<file path="src/hw/ssc_map.svh">
`ifndef SSC_MAP_SVH
`define SSC_MAP_SVH
// register byte offsets
`define SSC_OFF_CTRL 8'h00
`define SSC_OFF_SOURCE 8'h04
`define SSC_OFF_CMD 8'h08
`define SSC_OFF_INIT_CUR 8'h0c
`define SSC_OFF_MAX_CUR 8'h10
`define SSC_OFF_FLA 8'h14
`define SSC_OFF_RAMP_TIME 8'h18
`define SSC_OFF_UTS_TIME 8'h1c
`define SSC_OFF_STATUS 8'h20
`define SSC_OFF_CUR_REF 8'h24
// field positions
`define SSC_CTRL_LR_BIT 0
`define SSC_CTRL_KPDIS_BIT 1
`define SSC_CTRL_LRDIN_BIT 2
`define SSC_SRC_LOCAL_LSB 0
`define SSC_SRC_REMOTE_LSB 4
`define SSC_CMD_START_BIT 0
`define SSC_CMD_STOP_BIT 1
// source encodings
`define SSC_SRC_KEYPAD 2'h0
`define SSC_SRC_TERMINAL 2'h1
`define SSC_SRC_SERIAL 2'h2
// reset values and ranges
`define SSC_LR_LOCAL 1'h0
`define SSC_INIT_PCT_RST 10'h064
`define SSC_INIT_PCT_MIN 10'h032
`define SSC_INIT_PCT_MAX 10'h258
`define SSC_MAX_PCT_RST 10'h258
`define SSC_MAX_PCT_MIN 10'h064
`define SSC_MAX_PCT_MAX 10'h320
`define SSC_FLA_RST 16'h0064
`define SSC_RAMP_SEC_RST 9'h00f
`define SSC_RAMP_SEC_MAX 9'h12c
`define SSC_UTS_SEC_RST 9'h014
`define SSC_UTS_SEC_MIN 9'h001
`define SSC_UTS_SEC_MAX 9'h12c
`define SSC_PCT_FULL 26'h0000064
// timing
`define SSC_CLK_HZ 125000000
`define SSC_TICK_MS 1
`define SSC_MS_PER_S 1000
`define SSC_TICK_CYCLES (`SSC_CLK_HZ / 1000 * `SSC_TICK_MS)
`endif

</file>
<file path="src/hw/ssc_pkg.sv">
package ssc_pkg;
  typedef enum logic [2:0] {
    SSC_IDLE,
    SSC_RAMP,
    SSC_HOLD,
    SSC_RUN,
    SSC_STALLED,
    SSC_TRIPPED
  } ssc_mode_type;
endpackage

</file>
<file path="src/hw/ssc_starter.sv">
// Overview of operation
// - remote source picks keypad, terminal or serial; terminal after reset
// - with local/remote input assigned: low selects local, high selects remote
// - without assigned input the control register local/remote bit selects
// - local/remote bit resets to local
// - initial current accepts 50 to 600 percent, resets to 100
// - start command drives motor first at initial current scaled by full load amps
// - initial current is a percentage of full load amps, not amps
// - maximum current accepts 100 to 800 percent, resets to 600
// - maximum current ends the ramp and limits current afterwards
// - ramp over before full speed: hold maximum until speed, timer or trip
// - keypad stop works for every source; disabling it only affects terminal and serial sources
// - not up to speed when up-to-speed timer expires means stalled motor
`timescale 1ns/1ps
`include "ssc_map.svh"
module ssc_starter
  import ssc_pkg::*;
#(
  parameter int TICK_CYCLES = `SSC_TICK_CYCLES,
  parameter int MS_PER_S = `SSC_MS_PER_S
)
(
  input wire logic clock,
  input wire logic rst_n,
  input wire logic psel,
  input wire logic penable,
  input wire logic pwrite,
  input wire logic [7:0] paddr,
  input wire logic [31:0] pwdata,
  output logic [31:0] prdata,
  output logic pready,
  output logic pslverr,
  input wire logic localRemoteIn,
  input wire logic keypadStartKey,
  input wire logic keypadStopKey,
  input wire logic terminalStart,
  input wire logic terminalStop,
  input wire logic atSpeed,
  input wire logic tripIn,
  output logic motorRun,
  output logic upToSpeed,
  output logic stalled,
  output logic tripped,
  output logic remoteActive,
  output logic [1:0] activeSource,
  output logic [19:0] currentRef
);
  localparam int TW = $clog2(TICK_CYCLES + 1);
  localparam int PIN_N = 7;
  localparam int P_LR = 0;
  localparam int P_KSTA = 1;
  localparam int P_KSTO = 2;
  localparam int P_TSTA = 3;
  localparam int P_TSTO = 4;
  localparam int P_SPD = 5;
  localparam int P_TRIP = 6;

  if (TICK_CYCLES < 1 || MS_PER_S < 1 || MS_PER_S > 1023)
  begin : gCheck
    $error("ssc_starter: tick or millisecond count out of range");
  end

  typedef struct packed {
    logic [PIN_N-1:0] syncA;
    logic [PIN_N-1:0] syncB;
    logic [PIN_N-1:0] prevB;
    logic ctrlLr;
    logic ctrlKpDis;
    logic ctrlLrDin;
    logic [1:0] localSrc;
    logic [1:0] remoteSrc;
    logic serStart;
    logic serStop;
    logic [9:0] initPct;
    logic [9:0] maxPct;
    logic [15:0] full_load_amps_setting;
    logic [8:0] rampSec;
    logic [8:0] utsSec;
    ssc_mode_type mode;
    logic [TW-1:0] tickCnt;
    logic [9:0] msCnt;
    logic [8:0] secCnt;
    logic [18:0] rampMs;
    logic [19:0] acc;
    logic [9:0] pct;
    logic [19:0] curRef;
    logic [1:0] srcAct;
    logic remAct;
    logic [31:0] rdata;
  } ssc_state_type;

  ssc_state_type st;
  ssc_state_type next_st;
  logic [1:0] rstSync;
  logic rstLocal_n;

  // async assert, release only after two clean edges
  always_ff @(posedge clock or negedge rst_n)
  begin
    if (!rst_n)
    begin
      rstSync <= 2'h0;
    end
    else
    begin
      rstSync <= {rstSync[0], 1'h1};
    end
  end
  assign rstLocal_n = rstSync[1];

  logic wrEn;
  logic rdSetup;
  logic mapped;
  logic badWrite;
  logic [9:0] wPct;
  logic [8:0] wSec;
  logic [1:0] wLoc;
  logic [1:0] wRem;
  logic [PIN_N-1:0] rise;
  logic remoteSel;
  logic [1:0] src;
  logic startCmd;
  logic stopCmd;
  logic [18:0] rampTarget;
  logic [9:0] diff;
  logic [19:0] accSum;
  logic tick;
  logic secTick;
  logic [25:0] prod;

  always_comb
  begin
    wPct = pwdata[9:0];
    wSec = pwdata[8:0];
    wLoc = pwdata[`SSC_SRC_LOCAL_LSB+:2];
    wRem = pwdata[`SSC_SRC_REMOTE_LSB+:2];
    mapped = 1'h1;
    badWrite = 1'h0;
    case (paddr)
      `SSC_OFF_CTRL, `SSC_OFF_CMD, `SSC_OFF_FLA: badWrite = 1'h0;
      `SSC_OFF_SOURCE: badWrite = wLoc > `SSC_SRC_SERIAL || wRem > `SSC_SRC_SERIAL;
      `SSC_OFF_INIT_CUR: badWrite = wPct < `SSC_INIT_PCT_MIN || wPct > `SSC_INIT_PCT_MAX;
      `SSC_OFF_MAX_CUR: badWrite = wPct < `SSC_MAX_PCT_MIN || wPct > `SSC_MAX_PCT_MAX;
      `SSC_OFF_RAMP_TIME: badWrite = wSec > `SSC_RAMP_SEC_MAX;
      `SSC_OFF_UTS_TIME: badWrite = wSec < `SSC_UTS_SEC_MIN || wSec > `SSC_UTS_SEC_MAX;
      `SSC_OFF_STATUS, `SSC_OFF_CUR_REF: badWrite = 1'h1;
      default: mapped = 1'h0;
    endcase
  end

  // zero wait states; out-of-range values leave the register untouched
  assign pready = 1'h1;
  assign pslverr = psel && penable && (!mapped || (pwrite && badWrite));
  assign wrEn = psel && penable && pwrite && mapped && !badWrite;
  assign rdSetup = psel && !penable && !pwrite;
  assign prdata = st.rdata;

  assign rise = st.syncB & ~st.prevB;
  assign tick = st.tickCnt == TW'(TICK_CYCLES - 1);
  assign secTick = tick && st.msCnt == 10'(MS_PER_S - 1);
  assign rampTarget = 19'(st.rampSec * MS_PER_S);
  // an initial level at or above maximum gives a flat ramp
  assign diff = (st.maxPct > st.initPct) ? st.maxPct - st.initPct : 10'h000;
  assign prod = 26'(st.full_load_amps_setting) * 26'(st.pct);

  always_comb
  begin
    remoteSel = st.ctrlLrDin ? st.syncB[P_LR] : st.ctrlLr;
    src = remoteSel ? st.remoteSrc : st.localSrc;
    case (src)
      `SSC_SRC_KEYPAD:
      begin
        startCmd = rise[P_KSTA];
        stopCmd = rise[P_KSTO];
      end
      `SSC_SRC_TERMINAL:
      begin
        startCmd = rise[P_TSTA];
        stopCmd = rise[P_TSTO];
      end
      default:
      begin
        startCmd = st.serStart;
        stopCmd = st.serStop;
      end
    endcase
    if (!st.ctrlKpDis && rise[P_KSTO])
    begin
      stopCmd = 1'h1;
    end
  end

  always_comb
  begin
    next_st = st;
    next_st.syncA = {tripIn, atSpeed, terminalStop, terminalStart,
                     keypadStopKey, keypadStartKey, localRemoteIn};
    next_st.syncB = st.syncA;
    next_st.prevB = st.syncB;
    next_st.serStart = 1'h0;
    next_st.serStop = 1'h0;
    next_st.remAct = remoteSel;
    next_st.srcAct = src;
    accSum = st.acc;
    if (rdSetup)
    begin
      case (paddr)
        `SSC_OFF_CTRL: next_st.rdata = {29'h0, st.ctrlLrDin, st.ctrlKpDis, st.ctrlLr};
        `SSC_OFF_SOURCE: next_st.rdata = {26'h0, st.remoteSrc, 2'h0, st.localSrc};
        `SSC_OFF_INIT_CUR: next_st.rdata = {22'h0, st.initPct};
        `SSC_OFF_MAX_CUR: next_st.rdata = {22'h0, st.maxPct};
        `SSC_OFF_FLA: next_st.rdata = {16'h0, st.full_load_amps_setting};
        `SSC_OFF_RAMP_TIME: next_st.rdata = {23'h0, st.rampSec};
        `SSC_OFF_UTS_TIME: next_st.rdata = {23'h0, st.utsSec};
        `SSC_OFF_STATUS: next_st.rdata = {16'h0, st.pct, remoteSel, src, st.mode};
        `SSC_OFF_CUR_REF: next_st.rdata = {12'h0, st.curRef};
        default: next_st.rdata = 32'h0;
      endcase
    end
    if (wrEn)
    begin
      case (paddr)
        `SSC_OFF_CTRL:
        begin
          next_st.ctrlLr = pwdata[`SSC_CTRL_LR_BIT];
          next_st.ctrlKpDis = pwdata[`SSC_CTRL_KPDIS_BIT];
          next_st.ctrlLrDin = pwdata[`SSC_CTRL_LRDIN_BIT];
        end
        `SSC_OFF_SOURCE:
        begin
          next_st.localSrc = wLoc;
          next_st.remoteSrc = wRem;
        end
        `SSC_OFF_CMD:
        begin
          next_st.serStart = pwdata[`SSC_CMD_START_BIT];
          next_st.serStop = pwdata[`SSC_CMD_STOP_BIT];
        end
        `SSC_OFF_INIT_CUR: next_st.initPct = wPct;
        `SSC_OFF_MAX_CUR: next_st.maxPct = wPct;
        `SSC_OFF_FLA: next_st.full_load_amps_setting = pwdata[15:0];
        `SSC_OFF_RAMP_TIME: next_st.rampSec = wSec;
        `SSC_OFF_UTS_TIME: next_st.utsSec = wSec;
        default: next_st.full_load_amps_setting = st.full_load_amps_setting;
      endcase
    end
    // free-running timebase in every mode; cleared when a start is taken
    next_st.tickCnt = tick ? '0 : TW'(st.tickCnt + 1'b1);
    if (tick)
    begin
      next_st.msCnt = secTick ? 10'h000 : 10'(st.msCnt + 1'b1);
    end
    if (secTick && st.secCnt != 9'h1ff)
    begin
      next_st.secCnt = 9'(st.secCnt + 1'b1);
    end
    case (st.mode)
      SSC_IDLE, SSC_STALLED, SSC_TRIPPED:
      begin
        next_st.pct = 10'h000;
        if (!stopCmd && startCmd)
        begin
          next_st.mode = SSC_RAMP;
          next_st.pct = st.initPct;
          next_st.acc = 20'h0;
          next_st.rampMs = 19'h0;
          next_st.tickCnt = '0;
          next_st.msCnt = 10'h000;
          next_st.secCnt = 9'h000;
        end
      end
      SSC_RAMP:
      begin
        // fractional steps carried so the slope is exact and never reverses
        accSum = tick ? 20'(st.acc + diff) : st.acc;
        next_st.acc = accSum;
        if (accSum >= 20'(rampTarget) && st.pct < st.maxPct)
        begin
          next_st.pct = 10'(st.pct + 1'b1);
          next_st.acc = 20'(accSum - 20'(rampTarget));
        end
        if (tick)
        begin
          next_st.rampMs = 19'(st.rampMs + 1'b1);
        end
        if (st.syncB[P_SPD])
        begin
          next_st.mode = SSC_RUN;
          next_st.pct = st.maxPct;
        end
        else if (st.rampMs >= rampTarget)
        begin
          next_st.mode = SSC_HOLD;
          next_st.pct = st.maxPct;
        end
      end
      SSC_HOLD:
      begin
        next_st.pct = st.maxPct;
        if (st.syncB[P_SPD])
        begin
          next_st.mode = SSC_RUN;
        end
      end
      SSC_RUN: next_st.pct = st.maxPct;
      default: next_st.mode = SSC_IDLE;
    endcase
    if (st.mode == SSC_RAMP || st.mode == SSC_HOLD)
    begin
      if (!st.syncB[P_SPD] && st.secCnt >= st.utsSec)
      begin
        next_st.mode = SSC_STALLED;
        next_st.pct = 10'h000;
      end
    end
    if (st.mode == SSC_RAMP || st.mode == SSC_HOLD || st.mode == SSC_RUN)
    begin
      if (st.syncB[P_TRIP])
      begin
        next_st.mode = SSC_TRIPPED;
        next_st.pct = 10'h000;
      end
      else if (stopCmd)
      begin
        next_st.mode = SSC_IDLE;
        next_st.pct = 10'h000;
      end
    end
    else if (stopCmd)
    begin
      next_st.mode = SSC_IDLE;
    end
    // one cycle behind pct; constant divide stays off the ramp path
    next_st.curRef = 20'(prod / `SSC_PCT_FULL);
  end

  always_ff @(posedge clock or negedge rstLocal_n)
  begin
    if (!rstLocal_n)
    begin
      st <= '0;
      st.ctrlLr <= `SSC_LR_LOCAL;
      st.localSrc <= `SSC_SRC_TERMINAL;
      st.remoteSrc <= `SSC_SRC_TERMINAL;
      st.initPct <= `SSC_INIT_PCT_RST;
      st.maxPct <= `SSC_MAX_PCT_RST;
      st.full_load_amps_setting <= `SSC_FLA_RST;
      st.rampSec <= `SSC_RAMP_SEC_RST;
      st.utsSec <= `SSC_UTS_SEC_RST;
      st.mode <= SSC_IDLE;
    end
    else
    begin
      st <= next_st;
    end
  end

  assign motorRun = st.mode == SSC_RAMP || st.mode == SSC_HOLD || st.mode == SSC_RUN;
  assign upToSpeed = st.mode == SSC_RUN;
  assign stalled = st.mode == SSC_STALLED;
  assign tripped = st.mode == SSC_TRIPPED;
  assign remoteActive = st.remAct;
  assign activeSource = st.srcAct;
  assign currentRef = st.curRef;
endmodule // ssc_starter

</file>
<file path="config.mk">
export PLATFORM = sky130hd
export DESIGN_NAME = ssc_starter
export DESIGN_NICKNAME = d
export VERILOG_FILES = /design/src/hw/ssc_pkg.sv /design/src/hw/ssc_starter.sv
export VERILOG_INCLUDE_DIRS = /design/src /design/src/hw
export SDC_FILE = /design/constraint.sdc
export NUM_CORES = 1
export LEC_CHECK = 0
export CORE_ASPECT_RATIO = 0.75
export CORE_MARGIN = 2
export CORE_UTILIZATION = 45
export CTS_BUF_LIST = sky130_fd_sc_hd__clkbuf_8
export DETAILED_ROUTE_END_ITERATION = 10
export DONT_BUFFER_PORTS = 1
export HOLD_SLACK_MARGIN = 0.12
export PLACE_DENSITY = 0.62
export SYNTH_ARGS = -nofsm -noshare
export SYNTH_HDL_FRONTEND = slang
export SYNTH_SLANG_ARGS = --single-unit
</file>
<file path="constraint.sdc">
create_clock -name clock -period 7.4 [get_ports clock]
set_clock_uncertainty 0.1 [all_clocks]
set_input_delay 1.11 -clock clock [delete_from_list [all_inputs] [get_ports clock]]
set_output_delay 1.11 -clock clock [all_outputs]
set_load 0.05 [all_outputs]
</file>
==> flow_summary_export.csv <==
group,metric,value,unit
outcome,status,"finished with violations",
outcome,violations,"setup timing",
route,drtIter0Drc,2120,
global_route,antenna_found_initial,2,
layout,finish.instance_area,0.03199,mm²
worst_setup_path,cp-end-kind,"flop",
layout,nets,3675,
global_route,grt_overflow,0,
worst_setup_path,slowest_stage,"fa_1",
clocking,cts_tree,"built",
clocking,clk_pin_slew_worst_paths,60,ps
power_and_ir_drop,netSwitchingFraction,38.40,%
worst_setup_path,crit_path_frequent_cell,"buf_4",
power_and_ir_drop,seqPwrFrac,37.0,%
synth,synth_top_family_by_area,"adder cells",
clocking,cts_buffers,38,
worst_setup_path,critPathBufInv,16,
floorplanning,die_w,270.5,µm
sta,report.final.slew_viol_count,0,
layout,final_util,60.60,%
route,firstDrtPassIters,8,
power_and_ir_drop,pwr-share-comb,33.5,%
power_and_ir_drop,p_sw,1566,µW
sta,fin_crit,15390,ps
layout,syn_to_final_growth,33.49,%
clocking,clock_sinks,214,
synth,synth_area,0.02397,mm²
floorplanning,core_area,0.05279,mm²
sta,grt_setup_unrepaired,"true",
global_route,grt_pass1_vias,23200,
placement,place_area,0.02825,mm²
power_and_ir_drop,p_clk_share,29.5,%
power_and_ir_drop,p_per_area,127.5,mW/mm²
floorplanning,start_util,45.40,%
sta,relSlewSlack,17.14,%
route,avgViaCountPerCell,5.787,
placement,gp_congestion,0.9458,
route,avgRoutedWirePerCell,19.57,µm
clocking,cts-htree-levels,2,
synth,post_synth_and_or_nand_nor_area_fraction,19.28,%
synth,synth-main-ff-cell,"dfrtp_1",
power_and_ir_drop,intPower,2512,µW
worst_setup_path,critPathMaxStageDelay,560,ps
floorplanning,fp-row-count,73,
placement,io_buffers,0,
synth,synthAdderAreaFrac,21.14,%
route,post-route-drc-count,0,
floorplanning,die-area,0.05514,mm²
sta,post-route-period-util,207.9,%
worst_setup_path,worstPathMaxFanout,6,
global_route,grt_start_max_net_pins,71,
synth,ys_warn_count,0,
worst_setup_path,required,7820,ps
layout,drive_gt1_share,34.32,%
power_and_ir_drop,p_leak,0.01519,µW
clocking,ctsLongestPathBuffers,3,
floorplanning,io-pin-count,113,
route,ant_nets,0,
worst_setup_path,crit_family,"compound AO/OA/AOI/OAI gates",
sta,tightest_slew,1236,ps
clocking,clk_latency,590,ps
placement,hpwl,59600,µm
sta,tns,-71680,ps
route,vias,23420,
global_route,grtUsageTotal,27.91,%
worst_setup_path,path_class,"reg2reg",
synth,seq_area_frac_synth,22.44,%
synth,avgSynthCellArea,8.608,µm²
floorplanning,die_height,203.9,µm
sta,fin_ws,-7987,ps
synth,synth.mux.area_fraction,3.696,%
worst_setup_path,start_kind,"flop",
synth,async_reset_ff_share,100.0,%
clocking,ctsRootBufferMaster,"clkbuf_8",
sta,hold_viol_final,0,
sta,setup_viol_count_final,16,
global_route,grt_pass1_wl,124600,µm
job,drv_cap,0,
synth,synth_edf_count,0,
sta,timing.fmax,64.99,MHz
synth,synth_compound_area_share,20.82,%
worst_hold_path,hold_path_class,"reg2reg",
synth,netlist-cell-type-count,136,
synth,synth_seq_cells,214,
synth,syn_inst,2784,
power_and_ir_drop,ir_drop,176.7,µV
route,drt_wl_total,79160,µm
worst_setup_path,arrival,15800,ps
synth,synth_xor_area_share,5.440,%
## Yosys cell counts (all sizes together), types with 7 or more instances
master | n | area share (%)
or2 | 11 | 0.29
a21o | 58 | 1.8
a21oi | 145 | 3.2
mux2i | 36 | 1.7
o22ai | 32 | 1.0
nand2 | 288 | 4.5
and3 | 28 | 0.73
buf | 86 | 2.4
a311oi | 8 | 0.39
a221oi | 15 | 0.55
clkbuf | 98 | 1.5
or4 | 11 | 0.39
or3 | 19 | 0.54
ha | 176 | 9.2
mux2 | 42 | 2.0
o21a | 19 | 0.60
nor3 | 64 | 1.4
dfrtp | 196 | 20
a222oi | 16 | 0.67
dfstp | 18 | 2.0
a22oi | 11 | 0.34
a2111oi | 10 | 0.45
inv | 204 | 3.2
o2111ai | 8 | 0.29
o211a | 8 | 0.33
a211oi | 28 | 1.1
nor2b | 19 | 0.50
nand2b | 22 | 0.57
o21bai | 15 | 0.47
xor2 | 61 | 2.2
fa | 139 | 12
a21boi | 8 | 0.33
nand3 | 69 | 1.4
nor2 | 239 | 3.8
nand4 | 30 | 0.78
maj3 | 8 | 0.34
xnor2 | 87 | 3.2
a221o | 7 | 0.29
nor4 | 16 | 0.75
a211o | 12 | 0.44
and2 | 96 | 2.5
a31oi | 21 | 0.60
o31ai | 16 | 0.58
o211ai | 30 | 1.0
o21ai | 151 | 3.3
## kinds of logic (layout without fill, tap and decap cells)
kind of cell | Yosys count | in the layout
AOI/OAI and AO/OA | 690 | 690
xor gates and xnor gates | 148 | 148
adders and majority gates | 323 | 323
buffers and inverters | 389 | 926
DFF | 214 | 214
muxes | 78 | 78
other | 2 | 15
and+or+nand+nor | 940 | 940
## metrics by stage
stage,total power (µW),std cells,setup slack (ps),hold WS [ps]
after floorplan,2302,2796,-7660,231.2
after global placement,2639,3851,-7957,237.4
after detailed placement,2676,3851,-8273,240.4
after CTS,3984,3995,-7479,255.0
after global routing,4291,4046,-8480,267.0
final,4079,4046,-7987,253.4
## metal layers
layer | GRT usage, % | share of wire, % | vias to the layer above
li1 | - | - | 10810
met1 | 39.90 | 45 | 11480
met2 | 42.00 | 43 | 956
met3 | 7.554 | 9.6 | 175
met4 | 6.413 | 2.3 | 2
met5 | 0 | 0.016 | -
## power groups by stage
stage	registers (µW)	clock network, µW	logic, µW
2_1_floorplan	1380	0	921
3_3_place_gp	1520	0	1120
3_5_place_dp	1530	0	1150
4_1_cts	1500	1220	1260
5_1_grt	1520	1280	1490
6_report	1510	1200	1370
## registers in the layout, summed over array words and instances, names as in the netlist
| register | count |
|---|---|
| prdata | 20 |
| next_st | 14 |
| rstSync | 2 |
| activeSource | 2 |
| remoteActive | 1 |
| currentRef | 20 |
| st | 155 |
## area by class of cell
| cell class | count | area (µm²) |
|---|---|---|
| fillers | 4531 | 20800 |
| clock inverters | 15 | 115.1 |
| inverters | 205 | 777.0 |
| well taps | 712 | 890.9 |
| clock buffers | 50 | 688.2 |
| flip-flops and latches | 214 | 5401 |
| repair buffers | 656 | 5221 |
| diodes | 1 | 2.502 |
| multi-input cells | 2193 | 18900 |
## timing repair
item | 4_1_cts | 5_1_grt
resized for setup | 226 | 188
setup buffers | 80 | 52
cloned | 1 | 0
endpoints found under the setup margin | 44 | 44
hold buffers | 1 | 0
pin swaps | 93 | 137
hold endpoints to repair | 2 | 0
## worst paths after layout
path,start,to,slack [ps],cells past startpoint
max reg2reg,st[61],currentRef[0],-7990,65
min in group asynchronous,rstSync[1],st[121],340,0
max in group asynchronous,rstSync[1],st[168],5350,1
min reg2reg,next_st[213],next_st[206],250,0
max,st[61],currentRef[0],-7990,65
min,next_st[213],next_st[206],250,0
## cells in the final DEF, fill, tap and decap left out, types with 20 or more instances in the layout
cell type / count
and3_1: 23
inv_1: 204
o22ai_1: 27
fa_1: 133
buf_4: 591
nand2_1: 273
nand2b_1: 20
a21oi_2: 32
o211ai_1: 27
xnor2_1: 79
nor3_1: 38
buf_6: 57
and2_1: 86
ha_1: 154
mux2_2: 35
a21oi_1: 104
nand3_1: 60
a21o_1: 56
mux2i_1: 25
xor2_1: 58
dfrtp_1: 179
o21ai_1: 26
nor2_1: 211
o21ai_0: 105
clkbuf_8: 50
nand4_1: 30
ha_4: 21
Power figures use the tool's default switching activity.
